==> src/tsr_pkg.sv <==
package tsr_pkg;
    localparam int TSR_CW = 24;
    localparam int TSR_AW = 16;
    // register byte addresses
    localparam logic [15:0] TSR_CMP_L = 16'ha018;
    localparam logic [15:0] TSR_CMP_M = 16'ha019;
    localparam logic [15:0] TSR_CMP_H = 16'ha01a;
    localparam logic [15:0] TSR_CTRL = 16'ha020;
    localparam logic [15:0] TSR_STAT = 16'ha021;
    localparam logic [15:0] TSR_CNT_L = 16'ha102;
    localparam logic [15:0] TSR_CNT_M = 16'ha103;
    localparam logic [15:0] TSR_CNT_H = 16'ha104;
    localparam logic [15:0] TSR_RL_L = 16'ha105;
    localparam logic [15:0] TSR_RL_M = 16'ha106;
    localparam logic [15:0] TSR_RL_H = 16'ha107;
    localparam logic [15:0] TSR_SS0_L = 16'ha110;
    localparam logic [15:0] TSR_SS0_M = 16'ha111;
    localparam logic [15:0] TSR_SS0_H = 16'ha112;
    localparam logic [15:0] TSR_SS1_L = 16'ha113;
    localparam logic [15:0] TSR_SS1_M = 16'ha114;
    localparam logic [15:0] TSR_SS1_H = 16'ha115;
    localparam logic [15:0] TSR_SSC = 16'ha117;
    // trigger control fields
    localparam int TSR_SSC_STB0 = 7;
    localparam int TSR_SSC_STB1 = 6;
    localparam int TSR_SSC_SEL0 = 5;
    localparam int TSR_SSC_SEL1 = 4;
    // own control register fields
    localparam int TSR_CTL_RUN = 0;
    localparam int TSR_CTL_AUTO = 1;
    localparam int TSR_CTL_INIT = 2;
    localparam int TSR_CTL_CMP1EN = 3;
    localparam int TSR_STAT_CMP1F = 0;
    localparam logic [7:0] TSR_RST8 = 8'h00;
    localparam logic [23:0] TSR_RST24 = 24'h00_0000;
    localparam logic [23:0] TSR_ALL1 = 24'hff_ffff;
    localparam logic [31:0] TSR_RD0 = 32'h0000_0000;

    typedef struct packed {
        logic cyc;
        logic stb;
        logic we;
        logic [15:0] adr;
        logic [3:0] sel;
        logic [31:0] dat;
    } tsr_wb_req_t;

    typedef struct packed {
        logic ack;
        logic [31:0] dat;
    } tsr_wb_rsp_t;
endpackage

==> src/tsr_snap.sv <==
`timescale 1ns/1ps
`default_nettype none
module tsr_snap #(
    parameter int W = 24
) (
    input wire logic clk_i,
    input wire logic rst_i,
    input wire logic irq_i,
    input wire logic sw_sel_i,
    input wire logic sw_stb_i,
    input wire logic [W-1:0] count_i,
    output logic [W-1:0] snap_o,
    output logic cap_o
);
    import tsr_pkg::*;
    logic irq_q_r;
    logic hw_evt;

    always_ff @(posedge clk_i) begin
        if (rst_i) begin
            irq_q_r <= 1'b0;
        end else begin
            irq_q_r <= irq_i;
        end
    end
    // one capture per rising edge of the level
    assign hw_evt = irq_i & ~irq_q_r;
    assign cap_o = sw_sel_i ? sw_stb_i : hw_evt;

    always_ff @(posedge clk_i) begin
        if (rst_i) begin
            snap_o <= '0;
        end else if (cap_o) begin
            snap_o <= count_i;
        end
    end

    property p_snap_take;
        @(posedge clk_i) disable iff (rst_i) cap_o |=> snap_o == $past(count_i);
    endproperty
    a_snap_take: assert property (p_snap_take) else $error("snapshot not taken");
    property p_snap_hold;
        @(posedge clk_i) disable iff (rst_i) !cap_o |=> $stable(snap_o);
    endproperty
    a_snap_hold: assert property (p_snap_hold) else $error("snapshot changed");
    property p_one_per_evt;
        @(posedge clk_i) disable iff (rst_i) (!sw_sel_i && cap_o) ##1 !sw_sel_i |-> !cap_o;
    endproperty
    a_one_per_evt: assert property (p_one_per_evt) else $error("repeat capture");
    property p_sw_ignores_hw;
        @(posedge clk_i) disable iff (rst_i) (sw_sel_i && !sw_stb_i) |-> !cap_o;
    endproperty
    a_sw_ignores_hw: assert property (p_sw_ignores_hw) else $error("hw capture in sw mode");
    c_hw_cap: cover property (@(posedge clk_i) disable iff (rst_i) !sw_sel_i && cap_o);
endmodule // tsr_snap
`default_nettype wire

==> src/tsr_counter.sv <==
`timescale 1ns/1ps
`default_nettype none
module tsr_counter #(
    parameter int W = 24
) (
    input wire logic clk_i,
    input wire logic rst_i,
    input wire logic run_i,
    input wire logic auto_i,
    input wire logic init_i,
    input wire logic init_sel_i,
    input wire logic [W-1:0] reload_i,
    output logic [W-1:0] count_o
);
    import tsr_pkg::*;
    logic [W-1:0] count_nxt;

    always_comb begin
        count_nxt = count_o;
        if (init_i) begin
            count_nxt = init_sel_i ? reload_i : '0;
        end else if (run_i) begin
            if (auto_i && (&count_o)) begin
                count_nxt = reload_i;
            end else begin
                count_nxt = count_o + 1'b1;
            end
        end
    end

    always_ff @(posedge clk_i) begin
        if (rst_i) begin
            count_o <= '0;
        end else begin
            count_o <= count_nxt;
        end
    end

    property p_init;
        @(posedge clk_i) disable iff (rst_i)
            init_i |=> count_o == ($past(init_sel_i) ? $past(reload_i) : '0);
    endproperty
    a_init: assert property (p_init) else $error("init load wrong");
    property p_reload;
        @(posedge clk_i) disable iff (rst_i)
            (!init_i && run_i && auto_i && (&count_o)) |=> count_o == $past(reload_i);
    endproperty
    a_reload: assert property (p_reload) else $error("auto reload wrong");
    property p_free;
        @(posedge clk_i) disable iff (rst_i)
            (!init_i && run_i && !auto_i) |=> count_o == $past(count_o) + 1'b1;
    endproperty
    a_free: assert property (p_free) else $error("count step wrong");
    property p_stop;
        @(posedge clk_i) disable iff (rst_i) (!init_i && !run_i) |=> $stable(count_o);
    endproperty
    a_stop: assert property (p_stop) else $error("count moved while stopped");
    c_reload: cover property (@(posedge clk_i) disable iff (rst_i)
        run_i && auto_i && (&count_o));
endmodule // tsr_counter
`default_nettype wire

==> src/tsr_top.sv <==
// How it works
// - the live 24-bit count reads back as three bytes, always the current value.
// - a write to the count low byte stores nothing and reinitialises the whole count.
// - count middle and high bytes are read-only and writes to them do nothing.
// - a 24-bit read-write reload value over three bytes is both reload source and init value.
// - two 24-bit read-only snapshots each latch the count when triggered.
// - snapshot zero is triggered by software or by the interrupt-zero event, by its select bit.
// - snapshot one is triggered by software or by the interrupt-one event, by its select bit.
// - writing one to the zero strobe with software selected captures snapshot zero, self-clearing.
// - writing one to the one strobe with software selected captures snapshot one, self-clearing.
// - zero select at one honours the strobe and ignores interrupt zero, at zero the reverse.
// - one select at one honours the strobe and ignores interrupt one, at zero the reverse.
// - init select zero loads zero, one loads the reload value, on a low-byte write.
// - in auto-reload mode the count reloads from the reload value after all-ones.
// - an enabled compare one match sets a sticky flag and raises the timer interrupt.
`timescale 1ns/1ps
`default_nettype none
module tsr_top #(
    parameter int CW = 24
) (
    input wire logic clk_i,
    input wire logic rst_i,
    input wire tsr_pkg::tsr_wb_req_t wb_req_i,
    output tsr_pkg::tsr_wb_rsp_t wb_rsp_o,
    input wire logic ext_irq_zero_i,
    input wire logic ext_irq_one_i,
    output logic timer_irq_o,
    output logic [CW-1:0] timer_count_o
);
    import tsr_pkg::*;

    logic [CW-1:0] timer_count;
    logic [CW-1:0] reload_value_r;
    logic [CW-1:0] compare1_value_r;
    logic [CW-1:0] snapshot_zero;
    logic [CW-1:0] snapshot_one;
    logic snap_zero_sw_select_r;
    logic snap_one_sw_select_r;
    logic snap_zero_strobe_r;
    logic snap_one_strobe_r;
    logic run_r;
    logic auto_reload_mode_r;
    logic init_select_r;
    logic compare1_enable_r;
    logic compare1_match_flag_r;
    logic ack_r;
    logic [31:0] rdat_r;
    logic [31:0] rdat_nxt;
    logic wr_go;
    logic rd_go;
    logic b0_wr;
    logic init_go;
    logic cmp_hit;
    logic flag_clr;
    logic cap0;
    logic cap1;
    logic [7:0] wd;

    // classic wishbone, one wait state, byte lane 0
    assign wd = wb_req_i.dat[7:0];
    assign b0_wr = wb_req_i.sel[0];
    assign wr_go = wb_req_i.cyc & wb_req_i.stb & wb_req_i.we & ~ack_r & b0_wr;
    assign rd_go = wb_req_i.cyc & wb_req_i.stb & ~wb_req_i.we & ~ack_r;
    assign init_go = wr_go && (wb_req_i.adr == TSR_CNT_L);

    always_ff @(posedge clk_i) begin
        if (rst_i) begin
            ack_r <= 1'b0;
        end else begin
            ack_r <= wb_req_i.cyc & wb_req_i.stb & ~ack_r;
        end
    end

    always_comb begin
        rdat_nxt = TSR_RD0;
        case (wb_req_i.adr)
            TSR_CMP_L: rdat_nxt[7:0] = compare1_value_r[7:0];
            TSR_CMP_M: rdat_nxt[7:0] = compare1_value_r[15:8];
            TSR_CMP_H: rdat_nxt[7:0] = compare1_value_r[23:16];
            TSR_CTRL: begin
                rdat_nxt[TSR_CTL_RUN] = run_r;
                rdat_nxt[TSR_CTL_AUTO] = auto_reload_mode_r;
                rdat_nxt[TSR_CTL_INIT] = init_select_r;
                rdat_nxt[TSR_CTL_CMP1EN] = compare1_enable_r;
            end
            TSR_STAT: rdat_nxt[TSR_STAT_CMP1F] = compare1_match_flag_r;
            TSR_CNT_L: rdat_nxt[7:0] = timer_count[7:0];
            TSR_CNT_M: rdat_nxt[7:0] = timer_count[15:8];
            TSR_CNT_H: rdat_nxt[7:0] = timer_count[23:16];
            TSR_RL_L: rdat_nxt[7:0] = reload_value_r[7:0];
            TSR_RL_M: rdat_nxt[7:0] = reload_value_r[15:8];
            TSR_RL_H: rdat_nxt[7:0] = reload_value_r[23:16];
            TSR_SS0_L: rdat_nxt[7:0] = snapshot_zero[7:0];
            TSR_SS0_M: rdat_nxt[7:0] = snapshot_zero[15:8];
            TSR_SS0_H: rdat_nxt[7:0] = snapshot_zero[23:16];
            TSR_SS1_L: rdat_nxt[7:0] = snapshot_one[7:0];
            TSR_SS1_M: rdat_nxt[7:0] = snapshot_one[15:8];
            TSR_SS1_H: rdat_nxt[7:0] = snapshot_one[23:16];
            TSR_SSC: begin
                rdat_nxt[TSR_SSC_SEL0] = snap_zero_sw_select_r;
                rdat_nxt[TSR_SSC_SEL1] = snap_one_sw_select_r;
            end
            default: rdat_nxt = TSR_RD0;
        endcase
    end

    always_ff @(posedge clk_i) begin
        if (rst_i) begin
            rdat_r <= TSR_RD0;
        end else if (rd_go) begin
            rdat_r <= rdat_nxt;
        end
    end

    assign wb_rsp_o.ack = ack_r;
    assign wb_rsp_o.dat = rdat_r;

    // reload and compare value bytes
    always_ff @(posedge clk_i) begin
        if (rst_i) begin
            reload_value_r <= TSR_RST24;
            compare1_value_r <= TSR_RST24;
        end else if (wr_go) begin
            case (wb_req_i.adr)
                TSR_RL_L: reload_value_r[7:0] <= wd;
                TSR_RL_M: reload_value_r[15:8] <= wd;
                TSR_RL_H: reload_value_r[23:16] <= wd;
                TSR_CMP_L: compare1_value_r[7:0] <= wd;
                TSR_CMP_M: compare1_value_r[15:8] <= wd;
                TSR_CMP_H: compare1_value_r[23:16] <= wd;
                default: ;
            endcase
        end
    end

    // control bits
    always_ff @(posedge clk_i) begin
        if (rst_i) begin
            run_r <= 1'b0;
            auto_reload_mode_r <= 1'b0;
            init_select_r <= 1'b0;
            compare1_enable_r <= 1'b0;
        end else if (wr_go && wb_req_i.adr == TSR_CTRL) begin
            run_r <= wd[TSR_CTL_RUN];
            auto_reload_mode_r <= wd[TSR_CTL_AUTO];
            init_select_r <= wd[TSR_CTL_INIT];
            compare1_enable_r <= wd[TSR_CTL_CMP1EN];
        end
    end

    // snapshot trigger control, strobes self-clear
    always_ff @(posedge clk_i) begin
        if (rst_i) begin
            snap_zero_sw_select_r <= 1'b0;
            snap_one_sw_select_r <= 1'b0;
            snap_zero_strobe_r <= 1'b0;
            snap_one_strobe_r <= 1'b0;
        end else if (wr_go && wb_req_i.adr == TSR_SSC) begin
            snap_zero_sw_select_r <= wd[TSR_SSC_SEL0];
            snap_one_sw_select_r <= wd[TSR_SSC_SEL1];
            snap_zero_strobe_r <= wd[TSR_SSC_STB0];
            snap_one_strobe_r <= wd[TSR_SSC_STB1];
        end else begin
            snap_zero_strobe_r <= 1'b0;
            snap_one_strobe_r <= 1'b0;
        end
    end

    tsr_counter #(.W(CW)) u_cnt (
        .clk_i(clk_i),
        .rst_i(rst_i),
        .run_i(run_r),
        .auto_i(auto_reload_mode_r),
        .init_i(init_go),
        .init_sel_i(init_select_r),
        .reload_i(reload_value_r),
        .count_o(timer_count)
    );

    tsr_snap #(.W(CW)) u_snap0 (
        .clk_i(clk_i),
        .rst_i(rst_i),
        .irq_i(ext_irq_zero_i),
        .sw_sel_i(snap_zero_sw_select_r),
        .sw_stb_i(snap_zero_strobe_r),
        .count_i(timer_count),
        .snap_o(snapshot_zero),
        .cap_o(cap0)
    );

    tsr_snap #(.W(CW)) u_snap1 (
        .clk_i(clk_i),
        .rst_i(rst_i),
        .irq_i(ext_irq_one_i),
        .sw_sel_i(snap_one_sw_select_r),
        .sw_stb_i(snap_one_strobe_r),
        .count_i(timer_count),
        .snap_o(snapshot_one),
        .cap_o(cap1)
    );

    // compare one flag, set beats clear
    assign cmp_hit = compare1_enable_r && (timer_count == compare1_value_r);
    assign flag_clr = wr_go && (wb_req_i.adr == TSR_STAT) && wd[TSR_STAT_CMP1F];
    always_ff @(posedge clk_i) begin
        if (rst_i) begin
            compare1_match_flag_r <= 1'b0;
        end else if (cmp_hit) begin
            compare1_match_flag_r <= 1'b1;
        end else if (flag_clr) begin
            compare1_match_flag_r <= 1'b0;
        end
    end
    assign timer_irq_o = compare1_match_flag_r;
    assign timer_count_o = timer_count;

    property p_cmp_set;
        @(posedge clk_i) disable iff (rst_i) cmp_hit |=> compare1_match_flag_r && timer_irq_o;
    endproperty
    a_cmp_set: assert property (p_cmp_set) else $error("compare flag not set");
    property p_cmp_sticky;
        @(posedge clk_i) disable iff (rst_i)
            (compare1_match_flag_r && !flag_clr) |=> compare1_match_flag_r;
    endproperty
    a_cmp_sticky: assert property (p_cmp_sticky) else $error("flag dropped");
    property p_sw_cap0;
        @(posedge clk_i) disable iff (rst_i)
            (wr_go && wb_req_i.adr == TSR_SSC && wd[TSR_SSC_STB0] && wd[TSR_SSC_SEL0])
            |=> cap0 ##1 snapshot_zero == $past(timer_count);
    endproperty
    a_sw_cap0: assert property (p_sw_cap0) else $error("sw capture zero failed");
    property p_sw_cap1;
        @(posedge clk_i) disable iff (rst_i)
            (wr_go && wb_req_i.adr == TSR_SSC && wd[TSR_SSC_STB1] && wd[TSR_SSC_SEL1])
            |=> cap1 ##1 snapshot_one == $past(timer_count);
    endproperty
    a_sw_cap1: assert property (p_sw_cap1) else $error("sw capture one failed");
    property p_strobe_clear;
        @(posedge clk_i) disable iff (rst_i) snap_zero_strobe_r |=> !snap_zero_strobe_r;
    endproperty
    a_strobe_clear: assert property (p_strobe_clear) else $error("strobe stuck");
    property p_mid_ro;
        @(posedge clk_i) disable iff (rst_i)
            (wr_go && wb_req_i.adr == TSR_CNT_M && !run_r) |=> $stable(timer_count);
    endproperty
    a_mid_ro: assert property (p_mid_ro) else $error("mid byte write changed count");
    property p_ack_pulse;
        @(posedge clk_i) disable iff (rst_i) ack_r |=> !ack_r;
    endproperty
    a_ack_pulse: assert property (p_ack_pulse) else $error("ack longer than one cycle");
    property p_rd_cnt;
        @(posedge clk_i) disable iff (rst_i)
            (rd_go && wb_req_i.adr == TSR_CNT_L) |=> wb_rsp_o.dat[7:0] == $past(timer_count[7:0]);
    endproperty
    a_rd_cnt: assert property (p_rd_cnt) else $error("count read stale");

    // bus answer
    property p_ack_answer;
        @(posedge clk_i) disable iff (rst_i)
            (wb_req_i.cyc && wb_req_i.stb && !ack_r) |=> ack_r;
    endproperty
    a_ack_answer: assert property (p_ack_answer) else $error("ack missing");

    // count load through the low byte
    property p_init_zero;
        @(posedge clk_i) disable iff (rst_i)
            (init_go && !init_select_r) |=> timer_count == '0;
    endproperty
    a_init_zero: assert property (p_init_zero) else $error("init to zero failed");

    property p_init_reload;
        @(posedge clk_i) disable iff (rst_i)
            (init_go && init_select_r) |=> timer_count == $past(reload_value_r);
    endproperty
    a_init_reload: assert property (p_init_reload) else $error("init to reload failed");

    property p_high_ro;
        @(posedge clk_i) disable iff (rst_i)
            (wr_go && wb_req_i.adr == TSR_CNT_H && !run_r) |=> $stable(timer_count);
    endproperty
    a_high_ro: assert property (p_high_ro) else $error("high byte write changed count");

    // value byte writes
    property p_rl_wr;
        @(posedge clk_i) disable iff (rst_i)
            (wr_go && wb_req_i.adr == TSR_RL_H) |=> reload_value_r[23:16] == $past(wd);
    endproperty
    a_rl_wr: assert property (p_rl_wr) else $error("reload byte not written");

    property p_cmp_wr;
        @(posedge clk_i) disable iff (rst_i)
            (wr_go && wb_req_i.adr == TSR_CMP_L) |=> compare1_value_r[7:0] == $past(wd);
    endproperty
    a_cmp_wr: assert property (p_cmp_wr) else $error("compare byte not written");

    property p_flag_clear;
        @(posedge clk_i) disable iff (rst_i)
            (flag_clr && !cmp_hit) |=> !compare1_match_flag_r;
    endproperty
    a_flag_clear: assert property (p_flag_clear) else $error("flag not cleared");

    // snapshot triggers
    property p_hw_cap0;
        @(posedge clk_i) disable iff (rst_i)
            ($rose(ext_irq_zero_i) && !snap_zero_sw_select_r) |=>
            snapshot_zero == $past(timer_count);
    endproperty
    a_hw_cap0: assert property (p_hw_cap0) else $error("hw capture zero failed");

    property p_hw_cap1;
        @(posedge clk_i) disable iff (rst_i)
            ($rose(ext_irq_one_i) && !snap_one_sw_select_r) |=>
            snapshot_one == $past(timer_count);
    endproperty
    a_hw_cap1: assert property (p_hw_cap1) else $error("hw capture one failed");

    property p_hw_once0;
        @(posedge clk_i) disable iff (rst_i)
            (ext_irq_zero_i && $past(ext_irq_zero_i) && !snap_zero_sw_select_r) |=>
            $stable(snapshot_zero);
    endproperty
    a_hw_once0: assert property (p_hw_once0) else $error("level captured twice");

    property p_sw_only0;
        @(posedge clk_i) disable iff (rst_i)
            (snap_zero_sw_select_r && !snap_zero_strobe_r) |=> $stable(snapshot_zero);
    endproperty
    a_sw_only0: assert property (p_sw_only0) else $error("snapshot zero moved");

    property p_sw_only1;
        @(posedge clk_i) disable iff (rst_i)
            (snap_one_sw_select_r && !snap_one_strobe_r) |=> $stable(snapshot_one);
    endproperty
    a_sw_only1: assert property (p_sw_only1) else $error("snapshot one moved");

    property p_strobe1_clear;
        @(posedge clk_i) disable iff (rst_i) snap_one_strobe_r |=> !snap_one_strobe_r;
    endproperty
    a_strobe1_clear: assert property (p_strobe1_clear) else $error("strobe one stuck");

    c_init: cover property (@(posedge clk_i) disable iff (rst_i) init_go && init_select_r);
    c_cmp: cover property (@(posedge clk_i) disable iff (rst_i) cmp_hit);
    c_cap1: cover property (@(posedge clk_i) disable iff (rst_i) cap1);
endmodule // tsr_top
`default_nettype wire

==> config.mk <==
export PLATFORM = sky130hd
export DESIGN_NAME = tsr_top
export DESIGN_NICKNAME = d
export VERILOG_FILES = /design/src/tsr_pkg.sv /design/src/tsr_snap.sv /design/src/tsr_counter.sv /design/src/tsr_top.sv
export SDC_FILE = /design/constraint.sdc
export NUM_CORES = 1
export LEC_CHECK = 0
export BUFFER_PORTS_ARGS = -buffer_cell sky130_fd_sc_hd__buf_2
export CAP_MARGIN = 20
export CORE_MARGIN = 10
export CORE_UTILIZATION = 50
export DETAILED_ROUTE_END_ITERATION = 16
export HOLD_SLACK_MARGIN = 0.1
export PLACE_DENSITY = 0.71
export SLEW_MARGIN = 25
export SYNTH_ARGS = -nofsm -noshare
export SYNTH_HDL_FRONTEND = slang
export SYNTH_SLANG_ARGS = --single-unit
==> constraint.sdc <==
create_clock -name clk_i -period 2.26 [get_ports clk_i]
set_input_delay 0.113 -clock clk_i [delete_from_list [all_inputs] [get_ports clk_i]]
set_output_delay 0.113 -clock clk_i [all_outputs]
set_load 0.05 [all_outputs]
; ---- Yosys cells after proc, flatten, opt, wreduce, memory -nomap -nowiden
; Cells that the tools add are included.
[totals]
regBits = 140
latch_bits = 0
ram_bits = 0
rom_bits = 0
in_bits = 59
output_inout_bits = 58
word_cells = 85
n_memories = 0
[op_classes]
addsub = 1
n_mul = 0
div_mod_pow = 0
magnitude_cmp = 0
eq_ne = 19
shifts = 0
muxes = 12
n_bitwise = 14
n_reduce_logical = 17
[ops]
columns = cell, n
row1 = $eq 16x16->1 const B, 18
row2 = $mux 24, 4
row3 = $pmux 3 s16, 1
row4 = $pmux 2 s16, 1
row5 = $pmux 2 s15, 1
row6 = $add 24x1->24 const B, 1
row7 = $eq 24x24->1, 1
row8 = $reduce_and 24->1, 1
row9 = $pmux 1 s17, 1
row10 = $reduce_and 2->1, 6
row11 = $and 1x1->1, 9
row12 = $logic_and 1x1->1, 7
row13 = $not 1->1, 5
row14 = $mux 1, 4
row15 = $reduce_bool 2->1, 2
row16 = $reduce_or 2->1, 1

; ---- Longest topological paths before layout
[logic_depth]
depth_word = 8
ltp_mapped = 11
mapped_depth_nobuf = 7

; ---- Hierarchy
; A second synthesis with hierarchy kept.
[hier_totals]
hier_cells = 1022
area_unflattened_um2 = 8280.4
[modules_own_cells]
columns = mod, n_inst, cells_per_inst, area_each_um2, seq_area_each_um2
row1 = tsr_top, 1, 548, 4284.1, 1321.3
row2 = tsr_snap, 2, 115, 1072.3, 500.5
row3 = tsr_counter, 1, 244, 1851.8, 480.5

; ---- Worst setup path before layout
; OpenSTA, ideal clock, no wires.
[synth_path]
kind = register to register
from = register u_cnt.count_o[18]
to = register u_cnt.count_o[10]
setup_ns = 0.086
arrival_time_ns = 2.277
required_time_ns = 2.174
setup_slack_ns = -0.103
stages_incl_launch_ff = 9
n_path_buf = 2
period_less_slack_ns = 2.363
path_cell_list = dfxtp_1 buf_2 nand4_1 nor4_1 and3_1 clkbuf_1 mux2_4 nand2_1 a211oi_1
[synth_between]
elab_chain_len = 5
[synth_lines]
columns = item, line_no
row1 = start: declaration, tsr_counter.sv:13  ; output logic [W-1:0] count_o
row2 = start signal: assignment, tsr_counter.sv:35  ; count_o <= count_nxt;
row3 = $reduce_and 24->1, tsr_counter.sv:23  ; if (auto_i && (&count_o)) begin
row4 = $logic_and 1x1->1, tsr_counter.sv:23
row5 = $mux 24, tsr_counter.sv:23
row6 = $mux 24, tsr_counter.sv:22  ; end else if (run_i) begin
row7 = $mux 24, tsr_counter.sv:20  ; if (init_i) begin
; Every way passes these cells. The select of a mux whose other input is x is not followed.
; A chain may end at the register's enable or synchronous reset.

; ---- Worst setup path after layout
[layout_path]
from = register u_cnt.count_o[9]
to = register u_cnt.count_o[22]
[layout_between]
elab_chain_len = 5
word_cells_on_any_way = 6
classes_between = add/sub (1) / mux (3) / reduce/logical (2)
[layout_lines]
columns = item, line_no
row1 = "parallel branches: the longest is 2 deep, another holds $add 24x1->24", --
row2 = $mux 24 (*), tsr_counter.sv:23
row3 = $mux 24 (*), tsr_counter.sv:22
row4 = $mux 24 (*), tsr_counter.sv:20
; Mark *: on every way between the ends. The select of a mux whose other input is x is not followed.

==> metrics <==
Nets 1,150; area leader, netlist dfxtp_1; Post-CTS Setup Bufs 0; DR DRC count 0; clock buffer depth 2; PwrDens 647.3 nW/um^2; critical path's largest stage delay 0.34 ns; CTS Sinks 140; Worst Path Arrival 2.41 ns; Yosys warnings 0; CTS clock-pin slew for the worst setup and hold paths 0.07 ns; Final period util 0.9218; Final Slew Violations 0; Mean Syn Cell Area 7.885 um^2; DR pass1 iterations 6; final setup margin 0.1768 ns; Max IR drop VDD 0.0005975 V; initial core utilization 0.5116; final hold vios 0; most used cell along the critical path nand4_1; DR vias 8,026; I/O Pins 117; PostCTS Resize Cnt 0; leading post-synthesis cells by cell area dfxtp_1 (36%), nand2_1 (8.6%), mux2i_1 (7.2%); CTS tree yes; final wirelength 29,760 um; minimum clock period 2.083 ns; area delta synth->final 21.33%; TritonCTS Buffers 17; CP Max Fanout 12; Setup Viol. Count Final 0; EDFF count, synth 0; Critical Path Slowest Stage Cell dfxtp_1; Yosys top cell area share 0.3590; CTS root buffer clkbuf_16; sequential element share of the synthesized area 0.3590; Post-Synthesis Cells 990; final clock skew 0.01217 ns; synth unique cells 75; share of post-route cells with drive strength above 1 0.2031; commonest non-fill, non-tap cell in the layout nand2_1; area of the die 21,010 um^2; status finished clean; DR iter-0 viols 994; Worst Max-Slew Pin Slew 0.6456 ns; Core Area 15,260 um^2; Startpoint Class flop; fmax 480.0 MHz; synthesized cell area 7806 um^2; CP Cell Sequence nand4_1 > nor3_1 > buf_4 > and3_1 > nand4_1 > mux2i_1 > o31ai_1; Worst Path Class, Setup reg2reg; Die Y 145.0 um; most frequent cells in the layout nand2_1 (178), dfxtp_1 (131), a21oi_1 (108); WHS 0.1347 ns; hold crit path type in2reg; Clock H-tree levels 4; num rows 45; wire per inst 22.65 um; Clock Latency Late Sink 0.43 ns; gp weighted congestion 1.020; Sum Neg Setup Slack 0 ns; Place WS 0.1126 ns; Crit path required time 2.58 ns; Routed Antenna Nets 0; RSZ-0062 raised after global routing false; count of input and output buffers 65; Bufs and invs on worst path 1; die width 145.0 um; Top FF cell, synth dfxtp_1; grt ovf 0; Pleak 0.003719 uW; Async SR Flop Fraction 0; gr usage total 0.2726; routed vias/inst 6.108; Hold-fix buffers, CTS 12; antenna cells 0; first-pass GRT wire length 45,710 um; #FFs+latches synth 140; vias in the first global route 7,643; initial antenna violation count 0; Slew headroom 0.5696; largest net degree at the start of global routing 51; Top delay family on crit path simple AND/OR/NAND/NOR gates; Max-Cap Viols 0; DP HPWL 21,150 um; endpoint class of the critical path flop
-- registers in the layout, summed over array words and instances (netlist names), 8 cells and up --
name / cells
compare1_value_r: 24
rdat_r: 8
reload_value_r: 24
u_cnt.count_o: 24
u_snap0.snap_o: 24
u_snap1.snap_o: 24
-- metal layers --
metal | vias to the layer above | global-route usage | share of wire
met1 | 3807 | 0.3581 | 0.42
met4 | 0 | 0.1057 | 0.033
li1 | 3686 | - | -
met3 | 75 | 0.09190 | 0.11
met2 | 458 | 0.4022 | 0.44
met5 | - | 0 | 0
-- Yosys cell counts (13+ instances only) --
| cell type | n |
|---|---|
| nand3_1 | 28 |
| or3_1 | 13 |
| o21ai_0 | 26 |
| nand2_1 | 178 |
| xor2_1 | 19 |
| nand4_1 | 20 |
| buf_2 | 29 |
| dfxtp_1 | 140 |
| nor4_1 | 13 |
| nor3_1 | 28 |
| nor2_1 | 72 |
| mux2i_1 | 56 |
| buf_4 | 25 |
| xnor2_1 | 16 |
| clkbuf_1 | 52 |
| a21oi_1 | 108 |
-- metrics by stage --
step / cell area (um^2) / total power (uW) / instances / utilization
CTS: 9472 / 6127 / 1314 / 0.6207
finish: 9472 / 6131 / 1314 / 0.6207
global placement: 8683 / 2940 / 1270 / 0.5691
floorplan: 7904 / 2820 / 1013 / -
detailed placement: 8683 / 2941 / 1270 / 0.5691
global route: 9472 / 6258 / 1314 / 0.6207
-- logic make-up after synthesis --
logic type,synth area share
adders and majority gates,0.001603
and+or+nand+nor,0.2561
DFF,0.3590
other,0.0004804
xor gates and xnor gates,0.03927
muxes,0.09970
AOI/OAI and AO/OA,0.1699
buffers and inverters,0.07389
-- cell type report --
type                    instances  area, um^2
inverters                       9       33.78
well taps                     211       264.0
clock buffers                  18       439.2
flip-flops and latches        140        2814
clock inverters                14       229.0
repair buffers                166        1166
fillers                      1370        5787
multi-input cells             756        4526
-- where the power goes --
| group | internal [uW] | total [uW] | switching, uW |
|---|---|---|---|
| clock | 2020 | 3220 | 1200 |
| combinational | 114 | 441 | 327 |
| sequential | 2470 | 2470 | 2.53 |
| total | 4600 | 6130 | 1530 |
-- worst reg2reg max path: cells and delay by family (launching register included) --
family | cells | cell delay [ns]
compound gates | 1 | 0.25
buf+inv | 1 | 0.24
flops | 1 | 0.34
mux | 1 | 0.15
simple gates | 4 | 1.00
-- worst paths after layout --
path                 startpoint                 end  slack [ns]  cells past startpoint
max            u_cnt.count_o[9]   u_cnt.count_o[22]        0.18                      7
min                       rst_i   u_cnt.count_o[16]        0.13                      2
max reg2reg    u_cnt.count_o[9]   u_cnt.count_o[22]        0.18                      7
min reg2reg  u_snap1.snap_o[20]  u_snap1.snap_o[20]        0.45                      2
No activity file was read; power rests on OpenSTA's default activity.
